**config.mk**
```make
export PLATFORM = sky130hd
export DESIGN_NAME = ecc_eeprom_command_control
export DESIGN_NICKNAME = d
export VERILOG_FILES = /design/src/rtl/ecc_pkg.sv /design/src/rtl/ecc_eeprom_command_control.sv
export SDC_FILE = /design/constraint.sdc
export NUM_CORES = 1
export LEC_CHECK = 0
export BUFFER_PORTS_ARGS = -buffer_cell sky130_fd_sc_hd__buf_2
export CORE_MARGIN = 10
export CORE_UTILIZATION = 37
export CTS_CLUSTER_DIAMETER = 60
export DETAILED_ROUTE_END_ITERATION = 16
export PLACE_DENSITY = 0.66
export REMOVE_ABC_BUFFERS = 1
export SYNTH_ARGS = -nofsm -noshare
export SYNTH_HDL_FRONTEND = slang
export SYNTH_SLANG_ARGS = --single-unit
```
**constraint.sdc**
```tcl
create_clock -name pclk -period 1.7 [get_ports pclk]
set_input_delay 0.425 -clock pclk [delete_from_list [all_inputs] [get_ports pclk]]
set_output_delay 0.425 -clock pclk [all_outputs]
set_load 0.02 [all_outputs]
```
**src/rtl/ecc_pkg.sv**
```systemverilog
// shared constants and types for the eeprom command control block
package ecc_pkg;
	localparam int ECC_ADDR_W = 12;
	localparam int ECC_EE_ADDR_W = 16;
	localparam int ECC_TMO_W = 16;

	// register byte addresses
	localparam logic [ECC_ADDR_W-1:0] ECC_CMD_OFS = 12'h1B4;
	localparam logic [ECC_ADDR_W-1:0] ECC_DATA_OFS = 12'h1B8;
	localparam logic [ECC_ADDR_W-1:0] ECC_STAT_OFS = 12'h1C0;
	localparam logic [ECC_ADDR_W-1:0] ECC_MASK_OFS = 12'h1C4;

	// command register fields
	localparam int ECC_BUSY_BIT = 31;
	localparam int ECC_OPC_HI = 30;
	localparam int ECC_OPC_LO = 28;
	localparam int ECC_EADDR_HI = 15;
	localparam int ECC_EADDR_LO = 0;
	localparam logic [11:0] ECC_CMD_RSVD = 12'h000;

	// opcodes
	localparam logic [2:0] ECC_OPC_READ = 3'h0;
	localparam logic [2:0] ECC_OPC_RESET = 3'h0;

	// interrupt status / mask bits
	localparam int ECC_EV_W = 2;
	localparam int ECC_EV_DONE = 0;
	localparam int ECC_EV_TMO = 1;
	localparam logic [29:0] ECC_STAT_RSVD = 30'h00000000;

	// timing
	localparam int ECC_CLK_MHZ = 250;
	localparam int ECC_TIMEOUT_US = 30;
	localparam int ECC_TIMEOUT_CYC = ECC_TIMEOUT_US * ECC_CLK_MHZ;

	typedef enum logic [1:0] {
		ECC_LOAD,
		ECC_IDLE,
		ECC_RUN
	} ecc_state_t;

	// request toward the serial eeprom engine
	typedef struct packed {
		logic start;
		logic [2:0] opcode;
		logic [ECC_EE_ADDR_W-1:0] addr;
		logic [31:0] wdata;
	} ecc_op_req_t;

	typedef struct packed {
		ecc_state_t st;
		logic busy;
		logic [2:0] opcode;
		logic [ECC_EE_ADDR_W-1:0] eaddr;
		logic [31:0] data;
		logic [ECC_EV_W-1:0] status;
		logic [ECC_EV_W-1:0] mask;
		logic [ECC_TMO_W-1:0] tmo_cnt;
		logic [31:0] prdata;
		logic pslverr;
		logic start;
	} ecc_regs_t;
endpackage

```
**src/rtl/ecc_eeprom_command_control.sv**
```systemverilog
// eeprom command/handshake register block with apb slave and interrupt
`timescale 1ns/10ps

// Summary of operation
// - writing busy one starts the selected command
// - busy stays set until the operation completes
// - busy clear after read means data valid
// - missing eeprom: busy clears when timeout sets
// - busy set after power-up, pin, soft reset
// - busy clears when the configuration loader finishes
// - opcode bits 30:28, reset 000, 000 is read
module ecc_eeprom_command_control #(
	parameter int unsigned TIMEOUT_CYCLES = ecc_pkg::ECC_TIMEOUT_CYC
) (
	input wire logic pclk,
	input wire logic presetn,
	input wire logic psel,
	input wire logic penable,
	input wire logic pwrite,
	input wire logic [ecc_pkg::ECC_ADDR_W-1:0] paddr,
	input wire logic [31:0] pwdata,
	output logic [31:0] prdata,
	output logic pready,
	output logic pslverr,
	input wire logic soft_reset,
	input wire logic loader_done,
	output ecc_pkg::ecc_op_req_t op_req,
	input wire logic op_done,
	input wire logic [31:0] op_rdata,
	output logic irq
);
	import ecc_pkg::*;

	localparam logic [ECC_TMO_W-1:0] TMO_LAST =
		ECC_TMO_W'(TIMEOUT_CYCLES - 1);

	ecc_regs_t r;
	ecc_regs_t next_r;
	logic setup;
	logic access;
	logic wr_cmd;
	logic wr_data;
	logic wr_mask;
	logic rd_stat;
	logic [ECC_EV_W-1:0] events;

	assign setup = psel & ~penable;
	assign access = psel & penable;
	assign wr_cmd = access & pwrite & (paddr == ECC_CMD_OFS);
	assign wr_data = access & pwrite & (paddr == ECC_DATA_OFS);
	assign wr_mask = access & pwrite & (paddr == ECC_MASK_OFS);
	assign rd_stat = access & ~pwrite & (paddr == ECC_STAT_OFS);

	always_comb begin
		next_r = r;
		next_r.start = 1'b0;
		events = '0;
		// read data sampled in setup so prdata comes from a flop
		if (setup) begin
			next_r.pslverr = 1'b0;
			unique case (paddr)
				ECC_CMD_OFS: next_r.prdata = {r.busy, r.opcode,
					ECC_CMD_RSVD, r.eaddr};
				ECC_DATA_OFS: next_r.prdata = r.data;
				ECC_STAT_OFS: next_r.prdata = {ECC_STAT_RSVD, r.status};
				ECC_MASK_OFS: next_r.prdata = {ECC_STAT_RSVD, r.mask};
				default: begin
					next_r.prdata = '0;
					next_r.pslverr = 1'b1;
				end
			endcase
		end
		unique case (r.st)
			ECC_LOAD: begin
				if (loader_done) begin
					next_r.busy = 1'b0;
					next_r.st = ECC_IDLE;
				end
			end
			ECC_IDLE: begin
				// command and data writes only take effect while idle
				if (wr_cmd) begin
					next_r.opcode = pwdata[ECC_OPC_HI:ECC_OPC_LO];
					next_r.eaddr = pwdata[ECC_EADDR_HI:ECC_EADDR_LO];
					if (pwdata[ECC_BUSY_BIT]) begin
						next_r.busy = 1'b1;
						next_r.start = 1'b1;
						next_r.tmo_cnt = '0;
						next_r.st = ECC_RUN;
					end
				end
				if (wr_data) begin
					next_r.data = pwdata;
				end
			end
			ECC_RUN: begin
				// command and data writes while busy are dropped; mask writes still apply
				next_r.tmo_cnt = r.tmo_cnt + 1'b1;
				if (op_done) begin
					next_r.busy = 1'b0;
					next_r.st = ECC_IDLE;
					events[ECC_EV_DONE] = 1'b1;
					if (r.opcode == ECC_OPC_READ) begin
						next_r.data = op_rdata;
					end
				end else if (r.tmo_cnt == TMO_LAST) begin
					// no eeprom answer: clear busy with the timeout flag
					next_r.busy = 1'b0;
					next_r.st = ECC_IDLE;
					events[ECC_EV_TMO] = 1'b1;
				end
			end
		endcase
		if (wr_mask) begin
			next_r.mask = pwdata[ECC_EV_W-1:0];
		end
		// read clears only the bits it returned; a later event survives
		if (rd_stat) begin
			next_r.status = next_r.status & ~r.prdata[ECC_EV_W-1:0];
		end
		next_r.status = next_r.status | events;
		// soft reset restarts the loader wait and resets opcode; other bus-side registers kept
		if (soft_reset) begin
			next_r.st = ECC_LOAD;
			next_r.busy = 1'b1;
			next_r.opcode = ECC_OPC_RESET;
			next_r.start = 1'b0;
		end
	end

	always_ff @(posedge pclk or negedge presetn) begin
		if (!presetn) begin
			r.st <= ECC_LOAD;
			r.busy <= 1'b1;
			r.opcode <= ECC_OPC_RESET;
			r.eaddr <= '0;
			r.data <= '0;
			r.status <= '0;
			r.mask <= '0;
			r.tmo_cnt <= '0;
			r.prdata <= '0;
			r.pslverr <= 1'b0;
			r.start <= 1'b0;
		end else begin
			r <= next_r;
		end
	end

	// zero wait states: access phase always completes
	assign pready = access;
	assign prdata = r.prdata;
	assign pslverr = r.pslverr & access;
	assign irq = |(r.status & r.mask);
	assign op_req.start = r.start;
	assign op_req.opcode = r.opcode;
	assign op_req.addr = r.eaddr;
	assign op_req.wdata = r.data;
endmodule // ecc_eeprom_command_control

```
# Yosys cells after proc, flatten, opt, wreduce, memory -nomap -nowiden
# Cells that the tools add are included.
# W data, S select, Z words.
# op_classes
add_sub_neg,1
n_eq_ne,16
muxes,26
bitwise_logic,15
reduce_logical,12
# op_table
operator,count
$pmux W32 S4,1
$mux W32,3
$pmux W32 S2,1
$eq A12 B9 Y1 const B,4
$mux W16,2
$pmux W16 S2,1
$mux W22,1
$mux W19,1
$add A16 B1 Y16 const B,1
$eq A16 B13 Y1 const B,1
$mux W3,4
$ne A2 B2 Y1 const B,5
$and A1 B1 Y1,9
$ne A3 B3 Y1 const B,3
$pmux W3 S3,1
$mux W1,8
$reduce_and A4 Y1,2
$mux W6,1
$reduce_bool A2 Y1,3
$and A2 B2 Y2,2
$mux W2,2
$ne A4 B4 Y1 const B,1
$reduce_and A2 Y1,2
$reduce_or A4 Y1,1
other kinds (9),10
# word_totals
regBits,108
inputBits,84
output_inout_bits,87
word_cells,81

# Depth between registers and ports, before layout
# Gate-level depths: netlist of the first run.
# logic_depth
ltp_word,6
ltp_mapped,9
ltp_nobuf,7

# Worst setup path after synthesis of the first run
# OpenSTA, ideal clock, no wires.
# synth_path
path_kind,input -> register
start,input port paddr[2] (netlist bit)
end,register r[42] (netlist bit)
setup_time_ns,0.092
t_arrival_ns,1.819
required_time_ns,1.608
slack_ns,-0.211
cell_stages,9
path_buffers,4
cell_sequence,buf_4 nor4b_2 and4_1 buf_4 o21bai_4 or2_1 buf_2 buf_6 o31ai_2
# synth_between
elab_chain_len,4
# synth_rtl
item,line,text
start: declaration,ecc_eeprom_command_control.sv:20,"input wire logic [ecc_pkg::ECC_ADDR_W-1:0] paddr,"
$eq A12 B9 Y1,ecc_eeprom_command_control.sv:49,assign wr_cmd = access & pwrite & (paddr == ECC_CMD_OFS);
$and A1 B1 Y1,ecc_eeprom_command_control.sv:49,
$ne A2 B2 Y1 (no line),--,
$reduce_and A3 Y1 (no line),--,
end signal: assignment,ecc_eeprom_command_control.sv:145,r <= next_r;
end: declaration,ecc_eeprom_command_control.sv:37,ecc_regs_t r;
# Every way passes these cells.
# A chain may end at the register's enable or synchronous reset.

# Worst setup path in the final report of the first run
# layout_path
start,register r[38] (netlist bit)
end,register r[107] (netlist bit)
# layout_between
elab_chain_len,3
# layout_rtl
item,line,text
$eq A16 B13 Y1,ecc_eeprom_command_control.sv:106,end else if (r.tmo_cnt == TMO_LAST) begin
$ne A4 B4 Y1 (no line),--,
$reduce_and A4 Y1 (no line),--,
# Every way passes these cells.

==> impl_metrics.env, run 1 <==
export IMPL_outcome="finished with violations"
export IMPL_failed_checks="setup timing"
export IMPL_design_portCount=171
export IMPL_die_span_x_um=145
export IMPL_maxUsedRoutingLayer="met4"
export IMPL_yosysWarnings=0
export IMPL_post_synth_inst_count=568
export IMPL_grt_max_degree=38
export IMPL_synth_edff_count=0
export IMPL_gr_usage_all_layers_pct=15.3
export IMPL_worst_hold_path_type="in2reg"
export IMPL_grt_pass1_vias=4840
export IMPL_path_clk_slew_ns=0.07
export IMPL_tightestPinTransition_ns=0.375
export IMPL_dr_wl_met3_um=1280
export IMPL_port_buffer_cells=170
export IMPL_synth_cell_type_count=51
export IMPL_synth_top_cell_area_share_pct=46.5
export IMPL_timing_fmax_ghz=0.542
export IMPL_end_kind="register"
export IMPL_numCtsBuffers=9
export IMPL_core_rowCount=45
export IMPL_vdd_ir_drop_max_uv=473
export IMPL_hold_slack_ns=0.306
export IMPL_numPlacedInstances=887
export IMPL_syn_area_per_cell_um2=10.1
export IMPL_final_period_utilization_pct=109
export IMPL_clk_insertion_delay_late_ns=0.35
export IMPL_worst_endpoint_arrival_ns=2.07
export IMPL_synth_seq_cells=108
export IMPL_wirelength_um=16700
export IMPL_netlist_top_cell_by_area="dfrtp_1"
export IMPL_cellLeakagePower_nw=3.45
export IMPL_synth_most_common_cell="dfrtp_1"
export IMPL_clock_root_buffer="clkbuf_16"
export IMPL_period_needed_ns=1.85
export IMPL_clock_sinks=108
export IMPL_routed_via_count_divided_by_cell_count=5.17
export IMPL_grt_overflow=0
export IMPL_postSynth_asyncResetShare_pct=100
export IMPL_worst_hold_path_num_cells=2
export IMPL_ant_nets=0
export IMPL_core_area_um2=15300
export IMPL_timing_max_cap_violations=0
export IMPL_seq_area_frac_synth_pct=46.9
export IMPL_dieHeight_um=145
export IMPL_timing_critical_path_fanout_max=3
export IMPL_timing_critical_path_from_type="register"
export IMPL_fin_worst_skew_ns=0.00770
export IMPL_areaGrowthSynthToFinish_pct=24.4
export IMPL_met1Wirelength_um=6710
export IMPL_finalHoldViolCount=0
export IMPL_stdcell_area_um2=7170
export IMPL_power_net_switching_w=0.00186
export IMPL_finalSetupTns_ns=-0.523
export IMPL_initial_antenna_violation_count=0
export IMPL_initial_core_util_pct=37.8
export IMPL_cts_tree="built"
export IMPL_r2r_worst_path_cells=6
export IMPL_gp_congestion=0.856
export IMPL_grt_setup_unrepaired="yes"
export IMPL_synth_commonest_cells="107 x dfrtp_1, 89 x buf_4, 75 x a21oi_1"
export IMPL_design_final_nets=780
export IMPL_rr_endpoint="r[107]"
export IMPL_ys_top_cells_by_area="dfrtp_1 46%, buf_4 12%, a21oi_1 6.5%"
export IMPL_r2r_setup_slack_ns=-0.15
export IMPL_dr_total_vias=4690
export IMPL_setup_viol=4
export IMPL_antenna_cells=0
export IMPL_number_of_h_tree_levels=3
export IMPL_share_comb_of_total_power_pct=19.4
export IMPL_grt_pass1_wl_um=25500
export IMPL_cts_buffer_depth=2
export IMPL_final_instance_count_excl_fill=908
export IMPL_pwr_share_seq_pct=48.3
export IMPL_drt_first_iter_violations=211
export IMPL_fill_cells=1404
export IMPL_ys_flop_type="dfrtp_1"
export IMPL_maxSlewHeadroom_pct=75.0
export IMPL_routed_wire_length_per_instance_um=18.4
export IMPL_post_synthesis_cell_area_um2=5760
export IMPL_power_w=0.00612
export IMPL_die_area_um2=21000
export IMPL_drive_above_1_share_pct=42.8
export IMPL_power_share_switching_pct=30.4
export IMPL_placement_cell_area_um2=6640
export IMPL_crit_reg2reg_launch="r[38]"
export IMPL_firstDrtPassIters=4
export IMPL_drv_slew=0
export IMPL_route_detailed_drc=0
export IMPL_whs_endpoint="op_req[34]"
export IMPL_startpoint_of_the_lowest_slack_hold_path="pwdata[2]"
export IMPL_met2_wirelength_um=8370
export IMPL_final_setup_worst_slack_ns=-0.146
export IMPL_internal_power_w=0.00426
export IMPL_power_density_nw_per_um2=853
export IMPL_data_required_time_of_the_critical_path_ns=1.92
export IMPL_clock_power_share_pct=32.3
export IMPL_timing_worst_setup_path_type="reg2reg"
export IMPL_dp_hpwl_um=12500
cell families after synthesis:
logic type / Yosys count / synth area share (%)
compound gates: 151 / 16.8
xor+xnor: 1 / 0.152
fa+ha+maj: 4 / 0.868
buf+inv: 125 / 14.3
flops: 108 / 46.9
mux: 50 / 9.07
simple gates: 129 / 11.9
layout make-up:
class                      count  area (µm²)  share of cell area [%]
clock buffer                  11         243                    3.38
clock inverter                 5        36.3                   0.506
inverter                       5        18.8                   0.262
multi-input combinational    335        2430                    33.9
sequential                   108        2700                    37.7
tap                          211         264                    3.68
timing repair buffer         233        1480                    20.6
state kept, by name (all words and copies together), names as in the netlist:
signal,flops
r,24
op_req,52
prdata,32
power by group through the flow:
stage	combinational (W)	sequential [W]	clock, W
after floorplan	0.000303	0.00321	0
after global placement	0.00114	0.00299	0
after detailed placement	0.00116	0.00300	0
after CTS	0.00117	0.00295	0.00204
after global routing	0.00129	0.00298	0.00214
final	0.00119	0.00295	0.00198
worst max path at each step:
stage          startpoint        end  cells after the start
3_3_place_gp     paddr[9]      r[47]                      7
5_1_grt             r[38]     r[107]                      6
3_5_place_dp     paddr[9]      r[40]                      7
6_report            r[38]     r[107]                      6
4_1_cts             r[38]     r[107]                      6
2_1_floorplan      r[106]  op_req[0]                      6
worst max-delay path: stages, from the launching register on:
cell      delay [ns]
dfrtp_1         0.37
or4_1           0.53
nor4_2          0.33
buf_4           0.20
o211ai_1        0.13
nand2b_1        0.12
a21oi_1         0.05
cell usage in the layout, fill, tap and decap left out, drive strengths merged, types with 2 or more instances in the layout:
cell type  netlist  routed
nor3             2       2
o21ai           19      19
a21oi           75      75
nand2           51      51
and4             5       5
mux2i           32      32
buf            103     231
a22o            15      15
nand2b           5       5
nor2b            2       2
and3             5       5
nor2            12      12
and2            10      10
nand4            7       7
o31ai           10      10
a22oi           18      18
nand3           18      18
clkbuf          17      12
a31oi            3       3
ha               4       4
mux2            18      18
or4              3       3
nor4b            3       3
inv              5       6
dfrtp          107     107
o2111ai          2       2
clkinv           0       4
metal layers:
layer,vias to the layer above,global-route usage (%)
li1,2190,-
met1,2316,18.5
met2,163,25.8
met3,21,4.01
met4,0,5.43
met5,-,0
timing repair:
action | in CTS | in global routing
hold buffers | 1 | 0
endpoints found under the hold margin | 15 | 0
setup buffers | 1 | 3
gates cloned | 0 | 1
endpoints found under the setup margin | 11 | 83
pin swaps | 9 | 9
gates resized for setup | 13 | 37
through the flow:
stage / worst slack (ns) / utilization, %
after floorplan: -2.59 / -
after global placement: -0.351 / 43.5
after detailed placement: -0.372 / 43.5
after CTS: -0.144 / 45.9
after global routing: -0.226 / 47.0
final: -0.146 / 47.0
Power figures use the tool's default switching activity.
==> run 2: changes to the inputs <==
CORE_ASPECT_RATIO = 0.7   (was default)
==> impl_metrics.env, run 2 (same netlist as run 1, synthesis figures left out) <==
export IMPL_firstDrtPassIters=5
export IMPL_clock_sinks=108
export IMPL_antenna_cells=0
export IMPL_design_final_nets=794
export IMPL_largest_register_ffs=52
export IMPL_timing_critical_path_from_type="register"
export IMPL_routed_wire_length_per_instance_um=20.7
export IMPL_clock_root_buffer="clkbuf_16"
export IMPL_numCtsBuffers=9
export IMPL_fill_cells=1418
export IMPL_drt_first_iter_violations=311
export IMPL_ordered_cell_list_for_the_critical_path="or4_4, nor4_4, buf_4, o211ai_1, nand2b_1, a21oi_2"
export IMPL_cts_tree="built"
export IMPL_timing_worst_setup_path_type="reg2reg"
export IMPL_clk_insertion_delay_late_ns=0.34
export IMPL_final_cell_mix="169 x buf_2, 107 x dfrtp_1, 53 x buf_4"
export IMPL_finalHoldViolCount=0
export IMPL_dieHeight_um=124
export IMPL_critical_path_n_buffers_inverters=1
export IMPL_routed_via_count_divided_by_cell_count=5.35
export IMPL_failed_checks="setup timing"
export IMPL_gr_usage_all_layers_pct=15.7
export IMPL_worst_hold_path_type="in2async"
export IMPL_grt_setup_unrepaired="yes"
export IMPL_stdcell_area_um2=7670
export IMPL_vdd_ir_drop_max_uv=520
export IMPL_slowest_stage="or4_4"
export IMPL_route_detailed_drc=0
export IMPL_worst_endpoint_arrival_ns=2.07
export IMPL_grt_overflow=0
export IMPL_layout_commonest_cell="buf_2"
export IMPL_grt_pass1_vias=4998
export IMPL_tightestPinTransition_ns=0.404
export IMPL_power_w=0.00672
export IMPL_numPlacedInstances=880
export IMPL_gp_congestion=0.897
export IMPL_cellLeakagePower_nw=3.63
export IMPL_data_required_time_of_the_critical_path_ns=1.93
export IMPL_timing_max_cap_violations=0
export IMPL_grt_pass1_wl_um=27200
export IMPL_dp_hpwl_um=12900
export IMPL_die_area_um2=21100
export IMPL_ant_nets=0
export IMPL_final_instance_count_excl_fill=911
export IMPL_dr_total_vias=4870
export IMPL_drive_above_1_share_pct=50.5
export IMPL_core_rowCount=38
export IMPL_grt_max_degree=35
export IMPL_timing_critical_path_max_delay_family="simple AND/OR/NAND/NOR gates"
export IMPL_placement_setup_worst_slack_ns=-0.340
export IMPL_initial_antenna_violation_count=0
export IMPL_number_of_h_tree_levels=3
export IMPL_power_density_nw_per_um2=876
export IMPL_cts_buffer_depth=2
export IMPL_port_buffer_cells=170
export IMPL_wirelength_um=18900
export IMPL_outcome="finished with violations"
export IMPL_placement_cell_area_um2=6670
export IMPL_final_period_utilization_pct=108
export IMPL_core_area_um2=15400
export IMPL_drv_slew=0
export IMPL_timing_fmax_ghz=0.543
export IMPL_die_span_x_um=169
export IMPL_initial_core_util_pct=37.4
export IMPL_setup_viol=52
export IMPL_period_needed_ns=1.84
export IMPL_timing_critical_path_fanout_max=3
export IMPL_path_clk_slew_ns=0.07
export IMPL_maxSlewHeadroom_pct=72.3
export IMPL_cts_hold_repair_buffers=0
export IMPL_end_kind="register"
export IMPL_fin_worst_skew_ns=0.00667
export IMPL_design_portCount=171
export IMPL_worst_path_largest_cell_delay_ns=0.55
export IMPL_areaGrowthSynthToFinish_pct=33.0
export IMPL_final_setup_worst_slack_ns=-0.140
==> run 2: cell count changes in the layout (fill, tap and decap cells not counted), sizes merged <==
cell	delta
inv	+3
buf	+9
clkbuf	+4
dlygate4sd3	-1
bufinv	+2
clkinv	-3
==> run 2: worst paths after layout <==
check	slack, ns	to	startpoint	cells after the start
setup / recovery	-0.14	r[107]	r[48]	6
min in group pclk	0.31	op_req[34]	pwdata[2]	2
hold reg to reg	0.47	prdata[31]	prdata[31]	2
max in group asynchronous	1.17	prdata[25]	presetn	2
hold / removal	0.01	r[106]	presetn	1
setup reg to reg	-0.14	r[107]	r[48]	6
==> run 2: layout make-up <==
cell class	count	area [µm²]	share of cell area, %
Sequential cell	108	2700	35.3
Multi-Input combinational cell	335	2660	34.7
Timing Repair Buffer	247	1710	22.3
Tap cell	200	250	3.26
Clock buffer	9	225	2.94
Clock inverter	7	104	1.35
Inverter	5	18.8	0.245
==> run 2: routing by layer <==
layer | track usage (%) | share of wire [%] | vias to the layer above
li1 | - | - | 2224
met1 | 20.2 | 44 | 2448
met2 | 25.4 | 48 | 181
met3 | 4.48 | 6.9 | 17
met4 | 3.54 | 1.0 | 0
met5 | 0 | 0 | -
==> run 2: where the power goes <==
| group | internal (W) | switching (W) | leakage, nW |
|---|---|---|---|
| registers | 0.00277 | 0.000182 | 1.40 |
| clock network | 0.00132 | 0.00101 | 0.161 |
| logic | 0.000570 | 0.000864 | 2.07 |
| total | 0.00466 | 0.00205 | 3.63 |
==> run 2: metrics by stage <==
step | utilization, % | hold WS, ns | TNS, ns
3_5_place_dp | 43.3 | 0.390 | -27.85
2_1_floorplan | - | 0.129 | -146.72
6_report | 49.8 | 0.0146 | -3.65
3_3_place_gp | 43.3 | 0.377 | -24.51
4_1_cts | 45.9 | 0.0140 | -2.35
5_1_grt | 49.8 | 0.0273 | -7.83
==> run 2: what timing repair did <==
action,CTS,global route
setup buffers,2,6
gates cloned,0,8
resized for setup,12,94
pin swaps,7,17
endpoints found under the setup margin,46,84
==> run 3: changes to the inputs <==
HOLD_SLACK_MARGIN = 0.15   (was default)
==> impl_metrics.env, run 3 (same netlist as run 1, synthesis figures left out) <==
export IMPL_period_needed_ns=1.83
export IMPL_timing_fmax_ghz=0.546
export IMPL_timing_max_cap_violations=0
export IMPL_maxSlewHeadroom_pct=72.4
export IMPL_timing_critical_path_from_type="register"
export IMPL_power_share_switching_pct=30.7
export IMPL_design_final_nets=795
export IMPL_core_area_um2=15400
export IMPL_pwr_share_seq_pct=43.9
export IMPL_wirelength_um=18900
export IMPL_gr_usage_all_layers_pct=15.7
export IMPL_whs_endpoint="op_req[34]"
export IMPL_gp_congestion=0.897
export IMPL_initial_antenna_violation_count=0
export IMPL_fill_cells=1417
export IMPL_finalSetupTns_ns=-3.57
export IMPL_power_density_nw_per_um2=876
export IMPL_end_kind="register"
export IMPL_dp_hpwl_um=12900
export IMPL_power_net_switching_w=0.00206
export IMPL_fin_worst_skew_ns=0.00601
export IMPL_firstDrtPassIters=5
export IMPL_clock_power_share_pct=34.7
export IMPL_worst_hold_path_type="in2reg"
export IMPL_final_period_utilization_pct=108
export IMPL_placement_setup_worst_slack_ns=-0.340
export IMPL_drive_above_1_share_pct=50.4
export IMPL_cellLeakagePower_nw=3.64
export IMPL_path_clk_slew_ns=0.07
export IMPL_clk_insertion_delay_late_ns=0.34
export IMPL_routed_via_count_divided_by_cell_count=5.33
export IMPL_antenna_cells=0
export IMPL_hold_slack_ns=0.313
export IMPL_failed_checks="setup timing"
export IMPL_r2r_setup_slack_ns=-0.13
export IMPL_largest_register_ffs=52
export IMPL_tightestPinTransition_ns=0.414
export IMPL_utilization_pct=49.8
export IMPL_route_detailed_drc=0
export IMPL_grt_pass1_vias=5005
export IMPL_drt_first_iter_violations=346
export IMPL_setup_viol=52
export IMPL_outcome="finished with violations"
export IMPL_die_span_x_um=169
export IMPL_final_cell_mix="169 x buf_2, 107 x dfrtp_1, 53 x buf_4"
export IMPL_areaGrowthSynthToFinish_pct=33.2
export IMPL_grt_setup_unrepaired="yes"
export IMPL_data_required_time_of_the_critical_path_ns=1.93
export IMPL_crit_reg2reg_launch="r[48]"
export IMPL_cts_tree="built"
export IMPL_design_portCount=171
export IMPL_internal_power_w=0.00466
export IMPL_ant_nets=0
export IMPL_grt_max_degree=35
export IMPL_finalHoldViolCount=0
export IMPL_grt_pass1_wl_um=27200
export IMPL_layout_commonest_cell="buf_2"
export IMPL_worst_hold_path_num_cells=2
export IMPL_core_rowCount=38
export IMPL_cts_buffer_depth=2
export IMPL_dr_total_vias=4863
export IMPL_dieHeight_um=124
export IMPL_final_setup_worst_slack_ns=-0.131
export IMPL_clock_sinks=108
export IMPL_timing_worst_setup_path_type="reg2reg"
export IMPL_share_comb_of_total_power_pct=21.4
export IMPL_die_area_um2=21100
export IMPL_number_of_h_tree_levels=3
export IMPL_rr_endpoint="r[107]"
export IMPL_routed_wire_length_per_instance_um=20.7
export IMPL_startpoint_of_the_lowest_slack_hold_path="pwdata[2]"
export IMPL_clock_root_buffer="clkbuf_16"
export IMPL_vdd_ir_drop_max_uv=518
export IMPL_timing_critical_path_fanout_max=3
export IMPL_r2r_worst_path_cells=6
export IMPL_drv_slew=0
export IMPL_numCtsBuffers=9
export IMPL_port_buffer_cells=170
export IMPL_initial_core_util_pct=37.4
export IMPL_worst_endpoint_arrival_ns=2.06
export IMPL_grt_overflow=0
-- run 3: cell types whose count changed in the layout (fill, tap and decap cells not counted) --
cell,before,now
dlygate4sd3_1,0,1
-- run 3: layout make-up --
type	instances	area (µm²)	area share (%)
clock buffer	9	225	2.93
clock inverter	7	104	1.35
inverter	5	18.8	0.244
multi-input combinational	335	2660	34.6
sequential	108	2700	35.2
tap	200	250	3.26
timing repair buffer	248	1720	22.4
-- run 3: what timing repair did --
action	CTS	global route
gates resized for setup	12	94
hold buffers	1	0
cloned	0	8
endpoints found under the setup margin	46	84
endpoints found under the hold margin	22	0
pin swaps	7	17
setup buffers	2	6
-- run 3: worst max-delay path by stage --
stage | start | slack, ns | end
after floorplan | r[106] | -2.59 | op_req[0]
after global placement | paddr[9] | -0.29 | prdata[8]
after detailed placement | paddr[9] | -0.34 | prdata[9]
after CTS | r[48] | -0.09 | r[107]
after global routing | r[34] | -0.24 | r[107]
final | r[48] | -0.13 | r[107]
-- run 3: power by group through the flow --
| stage | clock (W) | combinational, W | sequential (W) |
|---|---|---|---|
| 3_3_place_gp | 0 | 0.00114 | 0.00298 |
| 6_report | 0.00233 | 0.00144 | 0.00295 |
| 4_1_cts | 0.00237 | 0.00119 | 0.00294 |
| 5_1_grt | 0.00249 | 0.00155 | 0.00298 |
| 3_5_place_dp | 0 | 0.00117 | 0.00299 |
| 2_1_floorplan | 0 | 0.000303 | 0.00321 |
-- run 3: critical path, stage by stage, from the launching register on --
cell,delay [ns]
dfrtp_1,0.38
or4_4,0.55
nor4_4,0.30
buf_4,0.18
o211ai_1,0.14
nand2b_1,0.13
a21oi_2,0.03
-- run 3: metrics by stage --
stage / power (W) / instance area (µm²) / std cells
after floorplan: 0.00351 / 4960 / 448
after global placement: 0.00413 / 6670 / 880
after detailed placement: 0.00417 / 6670 / 880
after CTS: 0.00651 / 7090 / 899
after global routing: 0.00702 / 7680 / 912
final: 0.00673 / 7680 / 912
-- run 3: layer usage --
layer	track usage [%]	routed length, µm	part of all wire [%]	up-vias
met5	0	0	0	-
met2	25.4	9000	48	176
li1	-	-	-	2228
met1	20.2	8400	45	2440
met3	4.48	1250	6.6	19
met4	3.54	197	1.0	0
